$ cat src/core/hbsws_regs.vh
`ifndef HBSWS_REGS_VH
`define HBSWS_REGS_VH
// ----------------------------------------------------------------------
// Host mode encodings
// ----------------------------------------------------------------------
`define HBSWS_MODE_0 2'h0
`define HBSWS_MODE_1 2'h1
`define HBSWS_MODE_2 2'h2
`define HBSWS_MODE_3 2'h3
// ----------------------------------------------------------------------
// Bus states, one-hot
// ----------------------------------------------------------------------
`define HBSWS_ST_IDLE 5'h01
`define HBSWS_ST_T1 5'h02
`define HBSWS_ST_T2 5'h04
`define HBSWS_ST_TW 5'h08
`define HBSWS_ST_T3 5'h10
// ----------------------------------------------------------------------
// Timing
// ----------------------------------------------------------------------
`define HBSWS_CLK_PERIOD_NS 8
`define HBSWS_SLAVE_WAIT_CYCLES 4'h2
`endif

$ cat src/core/hbsws_wait_sampler.v
`timescale 1ns/10ps
`default_nettype none
// ----------------------------------------------------------------------
// Wait line sampler
// ----------------------------------------------------------------------
// The falling-edge sample is modelled as the level at this edge or the one
// before; with synchronous inputs a wait is seen one edge longer than on the rising edge.
module hbsws_wait_sampler (
    input wire clock_in,
    input wire rst_n_in,
    input wire wait_in,
    input wire falling_sel_in,
    output reg wait_high_out
);
    reg wait_prev;
    always @(posedge clock_in or negedge rst_n_in) begin
        if (!rst_n_in) begin
            wait_prev <= 1'b0;
        end else begin
            wait_prev <= wait_in;
        end
    end
    always @* begin
        wait_high_out = falling_sel_in ? (wait_in | wait_prev) : wait_in;
    end
endmodule // hbsws_wait_sampler
`default_nettype wire

$ cat src/core/hbsws_top.v
`timescale 1ns/10ps
`default_nettype none
`include "hbsws_regs.vh"
module hbsws_top (
    input wire clock_in,
    input wire rst_n_in,
    input wire host_mode_select_low_in,
    input wire host_mode_select_high_in,
    input wire system_stop_in,
    input wire dma_bus_granted_in,
    input wire dma_cycle_start_in,
    input wire dma_high_byte_in,
    input wire reg_cycle_busy_in,
    input wire high_byte_enable_in,
    output reg high_byte_enable_out,
    output wire high_byte_enable_oe_n_out,
    input wire device_select_n_in,
    input wire wait_in,
    output reg wait_out,
    output wire wait_oe_n_out,
    input wire address_strobe_n_in,
    output reg address_strobe_n_out,
    output wire address_strobe_oe_n_out,
    output reg [1:0] host_mode_out,
    output reg is_master_out,
    output reg reg_cycle_start_out,
    output reg reg_high_byte_out,
    output reg slave_addr_valid_out,
    output reg [4:0] bus_state_out,
    output reg dma_cycle_done_out
);
    // ------------------------------------------------------------------
    // Decode helpers
    // ------------------------------------------------------------------
    // Modes 2 and 3 share the strobe-style pin meanings.
    function is_upper_pair;
        input [1:0] m;
        begin
            is_upper_pair = (m == `HBSWS_MODE_2) || (m == `HBSWS_MODE_3);
        end
    endfunction

    // True in every state that owns the address bus (T1 to T3).
    function is_bus_state;
        input [4:0] s;
        begin
            is_bus_state = (s != `HBSWS_ST_IDLE);
        end
    endfunction

    // True where the upper strobe times a byte (T2, Tw and T3).
    function is_data_state;
        input [4:0] s;
        begin
            is_data_state = (s == `HBSWS_ST_T2) || (s == `HBSWS_ST_TW) ||
                            (s == `HBSWS_ST_T3);
        end
    endfunction

    // ------------------------------------------------------------------
    // Declarations
    // ------------------------------------------------------------------
    reg mode_caught;
    reg [1:0] host_mode;
    reg [4:0] state;
    reg [4:0] next_state;
    reg cs_prev;
    reg [3:0] slave_wait_cnt;
    wire wait_high;
    wire granted;
    wire master;
    wire mode_zero;
    wire mode_one;
    wire mode_hi_pair;
    wire cs_active;
    wire cs_begin;
    wire slave_addr_gate;
    wire slave_wait_done;

    // ------------------------------------------------------------------
    // Mode capture
    // ------------------------------------------------------------------
    // The selects are static, so they are caught once after reset release.
    always @(posedge clock_in or negedge rst_n_in) begin
        if (!rst_n_in) begin
            mode_caught <= 1'b0;
            host_mode <= `HBSWS_MODE_0;
        end else if (!mode_caught) begin
            mode_caught <= 1'b1;
            host_mode <= {host_mode_select_high_in,
                          host_mode_select_low_in};
        end
    end

    always @(posedge clock_in or negedge rst_n_in) begin
        if (!rst_n_in) begin
            host_mode_out <= `HBSWS_MODE_0;
        end else begin
            host_mode_out <= host_mode;
        end
    end

    assign mode_zero = (host_mode == `HBSWS_MODE_0);
    assign mode_one = (host_mode == `HBSWS_MODE_1);
    assign mode_hi_pair = is_upper_pair(host_mode);

    // ------------------------------------------------------------------
    // Master state
    // ------------------------------------------------------------------
    // The sequencer reacts to the grant at once, but the pin directions
    // follow the registered state, so reset leaves the strobe and high byte
    // pins inputs and wait driven, and the reported state and the directions never disagree.
    assign granted = dma_bus_granted_in & ~system_stop_in;

    always @(posedge clock_in or negedge rst_n_in) begin
        if (!rst_n_in) begin
            is_master_out <= 1'b0;
        end else begin
            is_master_out <= granted;
        end
    end

    assign master = is_master_out;

    // ------------------------------------------------------------------
    // Pin directions
    // ------------------------------------------------------------------
    // Wait is driven in reset, stop and slave (high in reset and stop).
    assign high_byte_enable_oe_n_out =
        ~(master & ~mode_one);
    assign address_strobe_oe_n_out = ~master;
    assign wait_oe_n_out = master;

    // ------------------------------------------------------------------
    // Master bus-state sequencer
    // ------------------------------------------------------------------
    hbsws_wait_sampler hbsws_wait_sampler_i (
        .clock_in(clock_in),
        .rst_n_in(rst_n_in),
        .wait_in(wait_in),
        .falling_sel_in(~mode_zero),
        .wait_high_out(wait_high)
    );

    always @* begin
        next_state = state;
        case (state)
            `HBSWS_ST_IDLE: begin
                if (dma_cycle_start_in) begin
                    next_state = `HBSWS_ST_T1;
                end
            end
            `HBSWS_ST_T1: begin
                next_state = `HBSWS_ST_T2;
            end
            `HBSWS_ST_T2, `HBSWS_ST_TW: begin
                if (wait_high) begin
                    next_state = `HBSWS_ST_TW;
                end else begin
                    next_state = `HBSWS_ST_T3;
                end
            end
            `HBSWS_ST_T3: begin
                next_state = `HBSWS_ST_IDLE;
            end
            default: begin
                next_state = `HBSWS_ST_IDLE;
            end
        endcase
        // A lost grant or a stop ends the cycle at once.
        if (!granted) begin
            next_state = `HBSWS_ST_IDLE;
        end
    end

    always @(posedge clock_in or negedge rst_n_in) begin
        if (!rst_n_in) begin
            state <= `HBSWS_ST_IDLE;
        end else begin
            state <= next_state;
        end
    end

    always @(posedge clock_in or negedge rst_n_in) begin
        if (!rst_n_in) begin
            bus_state_out <= `HBSWS_ST_IDLE;
        end else begin
            bus_state_out <= next_state;
        end
    end

    always @(posedge clock_in or negedge rst_n_in) begin
        if (!rst_n_in) begin
            dma_cycle_done_out <= 1'b0;
        end else begin
            dma_cycle_done_out <= (state == `HBSWS_ST_T3);
        end
    end

    // ------------------------------------------------------------------
    // Master strobes
    // ------------------------------------------------------------------
    // Strobe low from T1 through T3: full or word address valid.
    always @(posedge clock_in or negedge rst_n_in) begin
        if (!rst_n_in) begin
            address_strobe_n_out <= 1'b1;
        end else begin
            address_strobe_n_out <=
                ~is_bus_state(next_state);
        end
    end

    // Mode 0 marks the whole cycle; modes 2 and 3 only the data states.
    // Mode 1 has no high byte pin, so the output rests high.
    always @(posedge clock_in or negedge rst_n_in) begin
        if (!rst_n_in) begin
            high_byte_enable_out <= 1'b1;
        end else if (mode_zero) begin
            high_byte_enable_out <=
                ~(is_bus_state(next_state) & dma_high_byte_in);
        end else if (mode_hi_pair) begin
            high_byte_enable_out <=
                ~(is_data_state(next_state) & dma_high_byte_in);
        end else begin
            high_byte_enable_out <= 1'b1;
        end
    end

    // ------------------------------------------------------------------
    // Slave access
    // ------------------------------------------------------------------
    // Select is only looked at outside reset, stop and mastership; the
    // raw grant is included so that no register cycle can start in the
    // cycle in which the device takes the bus.
    assign cs_active = ~device_select_n_in & ~master &
                       ~dma_bus_granted_in & ~system_stop_in;
    assign cs_begin = cs_active & ~cs_prev;

    always @(posedge clock_in or negedge rst_n_in) begin
        if (!rst_n_in) begin
            cs_prev <= 1'b0;
        end else begin
            cs_prev <= cs_active;
        end
    end

    always @(posedge clock_in or negedge rst_n_in) begin
        if (!rst_n_in) begin
            reg_cycle_start_out <= 1'b0;
        end else begin
            reg_cycle_start_out <= cs_begin;
        end
    end

    always @(posedge clock_in or negedge rst_n_in) begin
        if (!rst_n_in) begin
            reg_high_byte_out <= 1'b0;
        end else if (cs_begin) begin
            reg_high_byte_out <= ~high_byte_enable_in;
        end
    end

    // Modes 0 and 1 ignore the strobe, so the select alone frames the
    // address there.
    assign slave_addr_gate = mode_hi_pair ? ~address_strobe_n_in
                                          : 1'b1;

    always @(posedge clock_in or negedge rst_n_in) begin
        if (!rst_n_in) begin
            slave_addr_valid_out <= 1'b0;
        end else begin
            slave_addr_valid_out <= cs_active & slave_addr_gate;
        end
    end

    // Wait high lengthens the host cycle until the register file has had
    // a minimum number of cycles and reports not busy.
    assign slave_wait_done = (slave_wait_cnt == `HBSWS_SLAVE_WAIT_CYCLES);

    always @(posedge clock_in or negedge rst_n_in) begin
        if (!rst_n_in) begin
            slave_wait_cnt <= 4'h0;
        end else if (!cs_active) begin
            slave_wait_cnt <= 4'h0;
        end else if (!slave_wait_done) begin
            slave_wait_cnt <= slave_wait_cnt + 4'h1;
        end
    end

    always @(posedge clock_in or negedge rst_n_in) begin
        if (!rst_n_in) begin
            wait_out <= 1'b1;
        end else if (system_stop_in) begin
            wait_out <= 1'b1;
        end else begin
            wait_out <= cs_active &
                (~slave_wait_done | reg_cycle_busy_in);
        end
    end
endmodule // hbsws_top
`default_nettype wire

$ cat config.mk
export PLATFORM = sky130hd
export DESIGN_NAME = hbsws_top
export DESIGN_NICKNAME = d
export VERILOG_FILES = /design/src/core/hbsws_wait_sampler.v /design/src/core/hbsws_top.v
export VERILOG_INCLUDE_DIRS = /design/src /design/src/core
export SDC_FILE = /design/constraint.sdc
export NUM_CORES = 1
export LEC_CHECK = 0
export BUFFER_PORTS_ARGS = -buffer_cell sky130_fd_sc_hd__buf_2
export CORE_UTILIZATION = 32
export DETAILED_ROUTE_END_ITERATION = 10
export GPL_ROUTABILITY_DRIVEN = 0
export PLACE_DENSITY_LB_ADDON = 0.1
export RECOVER_POWER = 25
export SLEW_MARGIN = 20
export SYNTH_ARGS = -nofsm -noshare
export SYNTH_HDL_FRONTEND = slang
export SYNTH_SLANG_ARGS = --single-unit
$ cat constraint.sdc
create_clock -name clock_in -period 3.1 [get_ports clock_in]
set_input_delay 0.155 -clock clock_in [delete_from_list [all_inputs] [get_ports clock_in]]
set_output_delay 0.155 -clock clock_in [all_outputs]
set_load 0.05 [all_outputs]
# Word level (Yosys, flattened, before mapping)
# Index checks and enable logic that the tools add are counted.
# classes
addsub	1
multipliers	0
div_mod_pow	0
magnitude_cmp	0
n_eq_ne	14
shifts	0
n_mux	11
bitwise_logic	25
n_reduce_logical	5
# op_table
cell	n
two-way mux 5 bit	3
case mux 5 bit (3 select lines)	1
NOT 1 bit	13
AND 1 bit	10
== test 5 x 3 -> 1 bit (second input constant)	2
== test 5 x 4 -> 1 bit (second input constant)	2
== test 5 bit (second input constant)	2
two-way mux 4 bit	2
== test 5 x 1 -> 1 bit (second input constant)	1
== test 5 x 2 -> 1 bit (second input constant)	1
two-way mux 1 bit	5
inequality test 5 x 1 -> 1 bit (second input constant)	1
adder 4 x 1 -> 4 bit (second input constant)	1
== test 2 bit (second input constant)	2
== test 4 x 2 -> 1 bit (second input constant)	1
logical OR 1 bit	3
== test 2 x 1 -> 1 bit (second input constant)	1
logical NOT 2 bit	1
inequality test 2 bit (second input constant)	1
bitwise OR 1 bit	2
OR reduction 2 bit	1
# word_totals
register_bits	24
latch_bits	0
ramBits	0
mem_bits_ro	0
inputBits	13
output_inout_bits	18
wordCells	71
n_memories	0

# Depth between registers and ports, before layout
# logic_depth
ltp_word	12
mapped_depth	5
mapped_depth_nobuf	5

# By module
# From an unflattened synthesis, not the netlist that was laid out.
# hier_totals
cells_unflattened	85
area_unflattened_um2	978.4
# modules_own_cells
mod	instances	cells_each	area_each_um2
hbsws_top	1	83	945.9
hbsws_wait_sampler	1	2	32.5

# Least setup slack after synthesis
# OpenSTA, ideal clock, no wires.
# synth_timing
path_type	flip-flop to flip-flop
from	register, netlist name bus_state_out[2]
to	register high_byte_enable_out
setup_time_ps	84
arrival_ps	1534
t_required_ps	3016
slack_ps	1483
path_stages_with_launch	4
path_buffers	0
period_less_slack_ps	1617
cell_sequence	dfrtp_1 > nand4bb_1 > or3_1 > a311o_1
# synth_rtl
element	line_no	rtl
end signal, assigned	hbsws_top.v:219	high_byte_enable_out <=
end signal, assigned	hbsws_top.v:222	high_byte_enable_out <=
end, declared	hbsws_top.v:15	output reg high_byte_enable_out,

==> out/results.ini <==
[drt]
met3_length_um = 104
dr_total_vias = 663
number_of_drc_markers_after_the_initial_detailed_route_iteration = 30
detail_route.wl_per_cell_um = 11.67
routed_wl_mm = 1.692
detail_route.drc_violations = 4
avg_vias_per_cell = 4.572
drtAntennaViolNets = 0
met2WireLength_um = 651
route.layer.met1.wl_um = 893
top_layer_reached_by_signal_wires = met4
drt_first_pass_iters = 7

[sta]
timing_worst_slew_pin_value_ns = 1.299
fraction_of_the_cycle_the_final_worst_path_needs_pct = 48.03
timing.slew.headroom_pct = 13.39
rsz0062_at_grt = false
maxClockFrequency_ghz = 0.6716
fin_setup_tns_ns = 0
hold-worst-slack_ns = 0.02676
hold_viol = 0
setup-violations-final = 0
finalMaxSlewViolations = 0
period_needed_ns = 1.489
worst_clock_skew_ns = 0.002501

[place]
place.port_buffers = 30
postPlaceCellArea_mm2 = 0.001141
place_hpwl_mm = 1.244
place.detailed.instances = 137

[setup_path]
r2r_cells = 3
cp-end-kind = flop
timing.critical_path.slowest_stage_cell = sky130_fd_sc_hd__dfstp_2
critPathLaunchType = flop
max_stage_delay_ns = 0.58
required_ns = 3.35
cpLargestDelayFamily = flip-flops
crit_buf_inv = 0
critPathKind = reg2reg
arrival_time_reported_for_the_critical_path_endpoint_ns = 1.74
cp_num_cells = 3
critical_path_peak_fanout = 5
worstPathCellList = nand4bb_1, or3_1, a311o_1

[synth]
syn-cell-area_um2 = 969.7
synth-edff-count = 0
synth.yosys.warnings = 0
ys_seq_area_share_pct = 62.45
share_of_synthesized_registers_carrying_an_async_set_or_reset_pct = 100.0
syn_avg_cell_area_um2 = 12.27
ys_types = 32
yosysTopAreaCellShare_pct = 51.61
ys_top_cells_by_count = sky130_fd_sc_hd__dfrtp_1, sky130_fd_sc_hd__nor2_1, sky130_fd_sc_hd__nand2_1
syn_inst_count = 79
postSynthRegisterBits = 24
dominantRegCellSynth = sky130_fd_sc_hd__dfrtp_1
synth.net_count = 94
ys_top_cells_by_area = sky130_fd_sc_hd__dfrtp_1, sky130_fd_sc_hd__dfstp_2, sky130_fd_sc_hd__nor2_1
yosysTopAreaCell = sky130_fd_sc_hd__dfrtp_1
most_frequent_cell_after_synthesis = sky130_fd_sc_hd__dfrtp_1

[clock_network]
clockBufferDepth = 2
numCtsBuffers = 3
clk_root_buffer_cell = sky130_fd_sc_hd__clkbuf_4
clock_sink_count = 24
post-cts-setup-buffer-count = 0
clk_latency_ns = 0.31
tritoncts_clock_tree = yes
cts_htree_levels = 1
worst_setup_hold_path_clk_slew_ns = 0.13

[run_status]
violations = design-rule violations
outcome = complete, but fails checks

[worst_hold_path]
worstHoldPathType = in2reg
worst_hold_path.num_cells = 2

[floorplanning]
total_number_of_placement_rows = 19
core-area_mm2 = 0.002805
initial_utilization_pct = 34.57
die_width_um = 57.05
ioPinCount = 31
chip_height_um = 57.05
die_footprint_mm2 = 0.003254

[power_and_ir_drop]
total_leakage_power_nw = 0.5863
peakVddDrop_mv = 0.2143
power_per_cell_area_mw_per_mm2 = 490.1

[layout]
n_antenna_cell = 0
finish.instance_area_mm2 = 0.001215
syn_to_final_growth_pct = 25.29
sequential_cell_area_um2 = 605.6
nNetsFinal = 130
multi_input_area_um2 = 335.3
fillerInstances = 282
fin_cells = 145
drive_above_1_share_pct = 36.84

[grt]
antenna_found_initial = 0
grt_pass1_wl_mm = 2.746
vias_in_the_first_global_route = 616
gr-usage-all-layers_pct = 11.43
grt_start_max_net_pins = 25
grt_overflow = 0

[flow_run]
cap_viol_max_count = 0

cell usage in the layout, fill, tap and decap left out, drive strengths merged, types with 3 or more instances in the layout:
master        n
inv           3
buf          28
dfrtp        20
nor2          8
clkbuf        6
nand2         5
a21oi         3
nor2b         3
nor3          3
dfstp         4
dlygate4sd3   4
nand2b        4
cells by family after synthesis:
family	Yosys count	synth area share, %
other	1	0.3867
buffers and inverters	6	2.968
xor gates and xnor gates	3	2.710
AOI/OAI and AO/OA	10	8.128
DFF	24	62.45
adders and majority gates	2	2.580
muxes	2	2.322
and+or+nand+nor	31	18.45
metrics by stage:
stage / total power, mW / utilization, % / setup WS (ns)
2_1_floorplan: 0.4080 / - / 1.483
3_3_place_gp: 0.4371 / 40.68 / 1.648
3_5_place_dp: 0.4368 / 40.68 / 1.627
4_1_cts: 0.6047 / 43.04 / 1.604
5_1_grt: 0.6200 / 43.31 / 1.491
6_report: 0.5954 / 43.31 / 1.611
metal layers:
layer  up-vias  track usage (%)
li1        332                -
met1       304            16.96
met2        22            14.79
met3         5            2.721
met4         0            7.317
met5         -                0
flip-flops by register name, summed over array words and instances (netlist names):
signal	count
hbsws_wait_sampler_i.wait_prev	1
host_mode_out	2
dma_cycle_done_out	1
slave_addr_valid_out	1
cs_prev	1
slave_wait_cnt	4
is_master_out	1
host_mode	2
reg_high_byte_out	1
mode_caught	1
address_strobe_n_out	1
high_byte_enable_out	1
bus_state_out	5
reg_cycle_start_out	1
wait_out	1
final timing paths:
path | endpoint | from | slack (ns)
max | high_byte_enable_out | bus_state_out[0] | 1.61
min | is_master_out | system_stop_in | 0.03
max reg2reg | high_byte_enable_out | bus_state_out[0] | 1.61
min reg2reg | host_mode_out[0] | host_mode[0] | 0.44
max in group asynchronous | slave_addr_valid_out | rst_n_in | 1.70
min in group asynchronous | dma_cycle_done_out | rst_n_in | 0.64
power by group:
| group | internal (mW) | switching, mW | total (mW) |
|---|---|---|---|
| clock | 0.0717 | 0.0902 | 0.162 |
| combinational | 0.0276 | 0.0671 | 0.0947 |
| sequential | 0.329 | 0.00969 | 0.339 |
| total | 0.428 | 0.167 | 0.595 |
cell type report:
type / instances / area share (%)
well taps: 31 / 3.193
repair buffers: 34 / 15.45
clock buffers: 4 / 2.987
flip-flops and latches: 24 / 49.85
inverters: 3 / 0.9269
multi-input cells: 49 / 27.60
repair_timing:
item / in CTS / in global routing
gates resized for setup: 0 / 0
endpoints found under the hold margin: 22 / 1
hold buffers: 3 / 1
No activity file was read; power rests on OpenSTA's default activity.
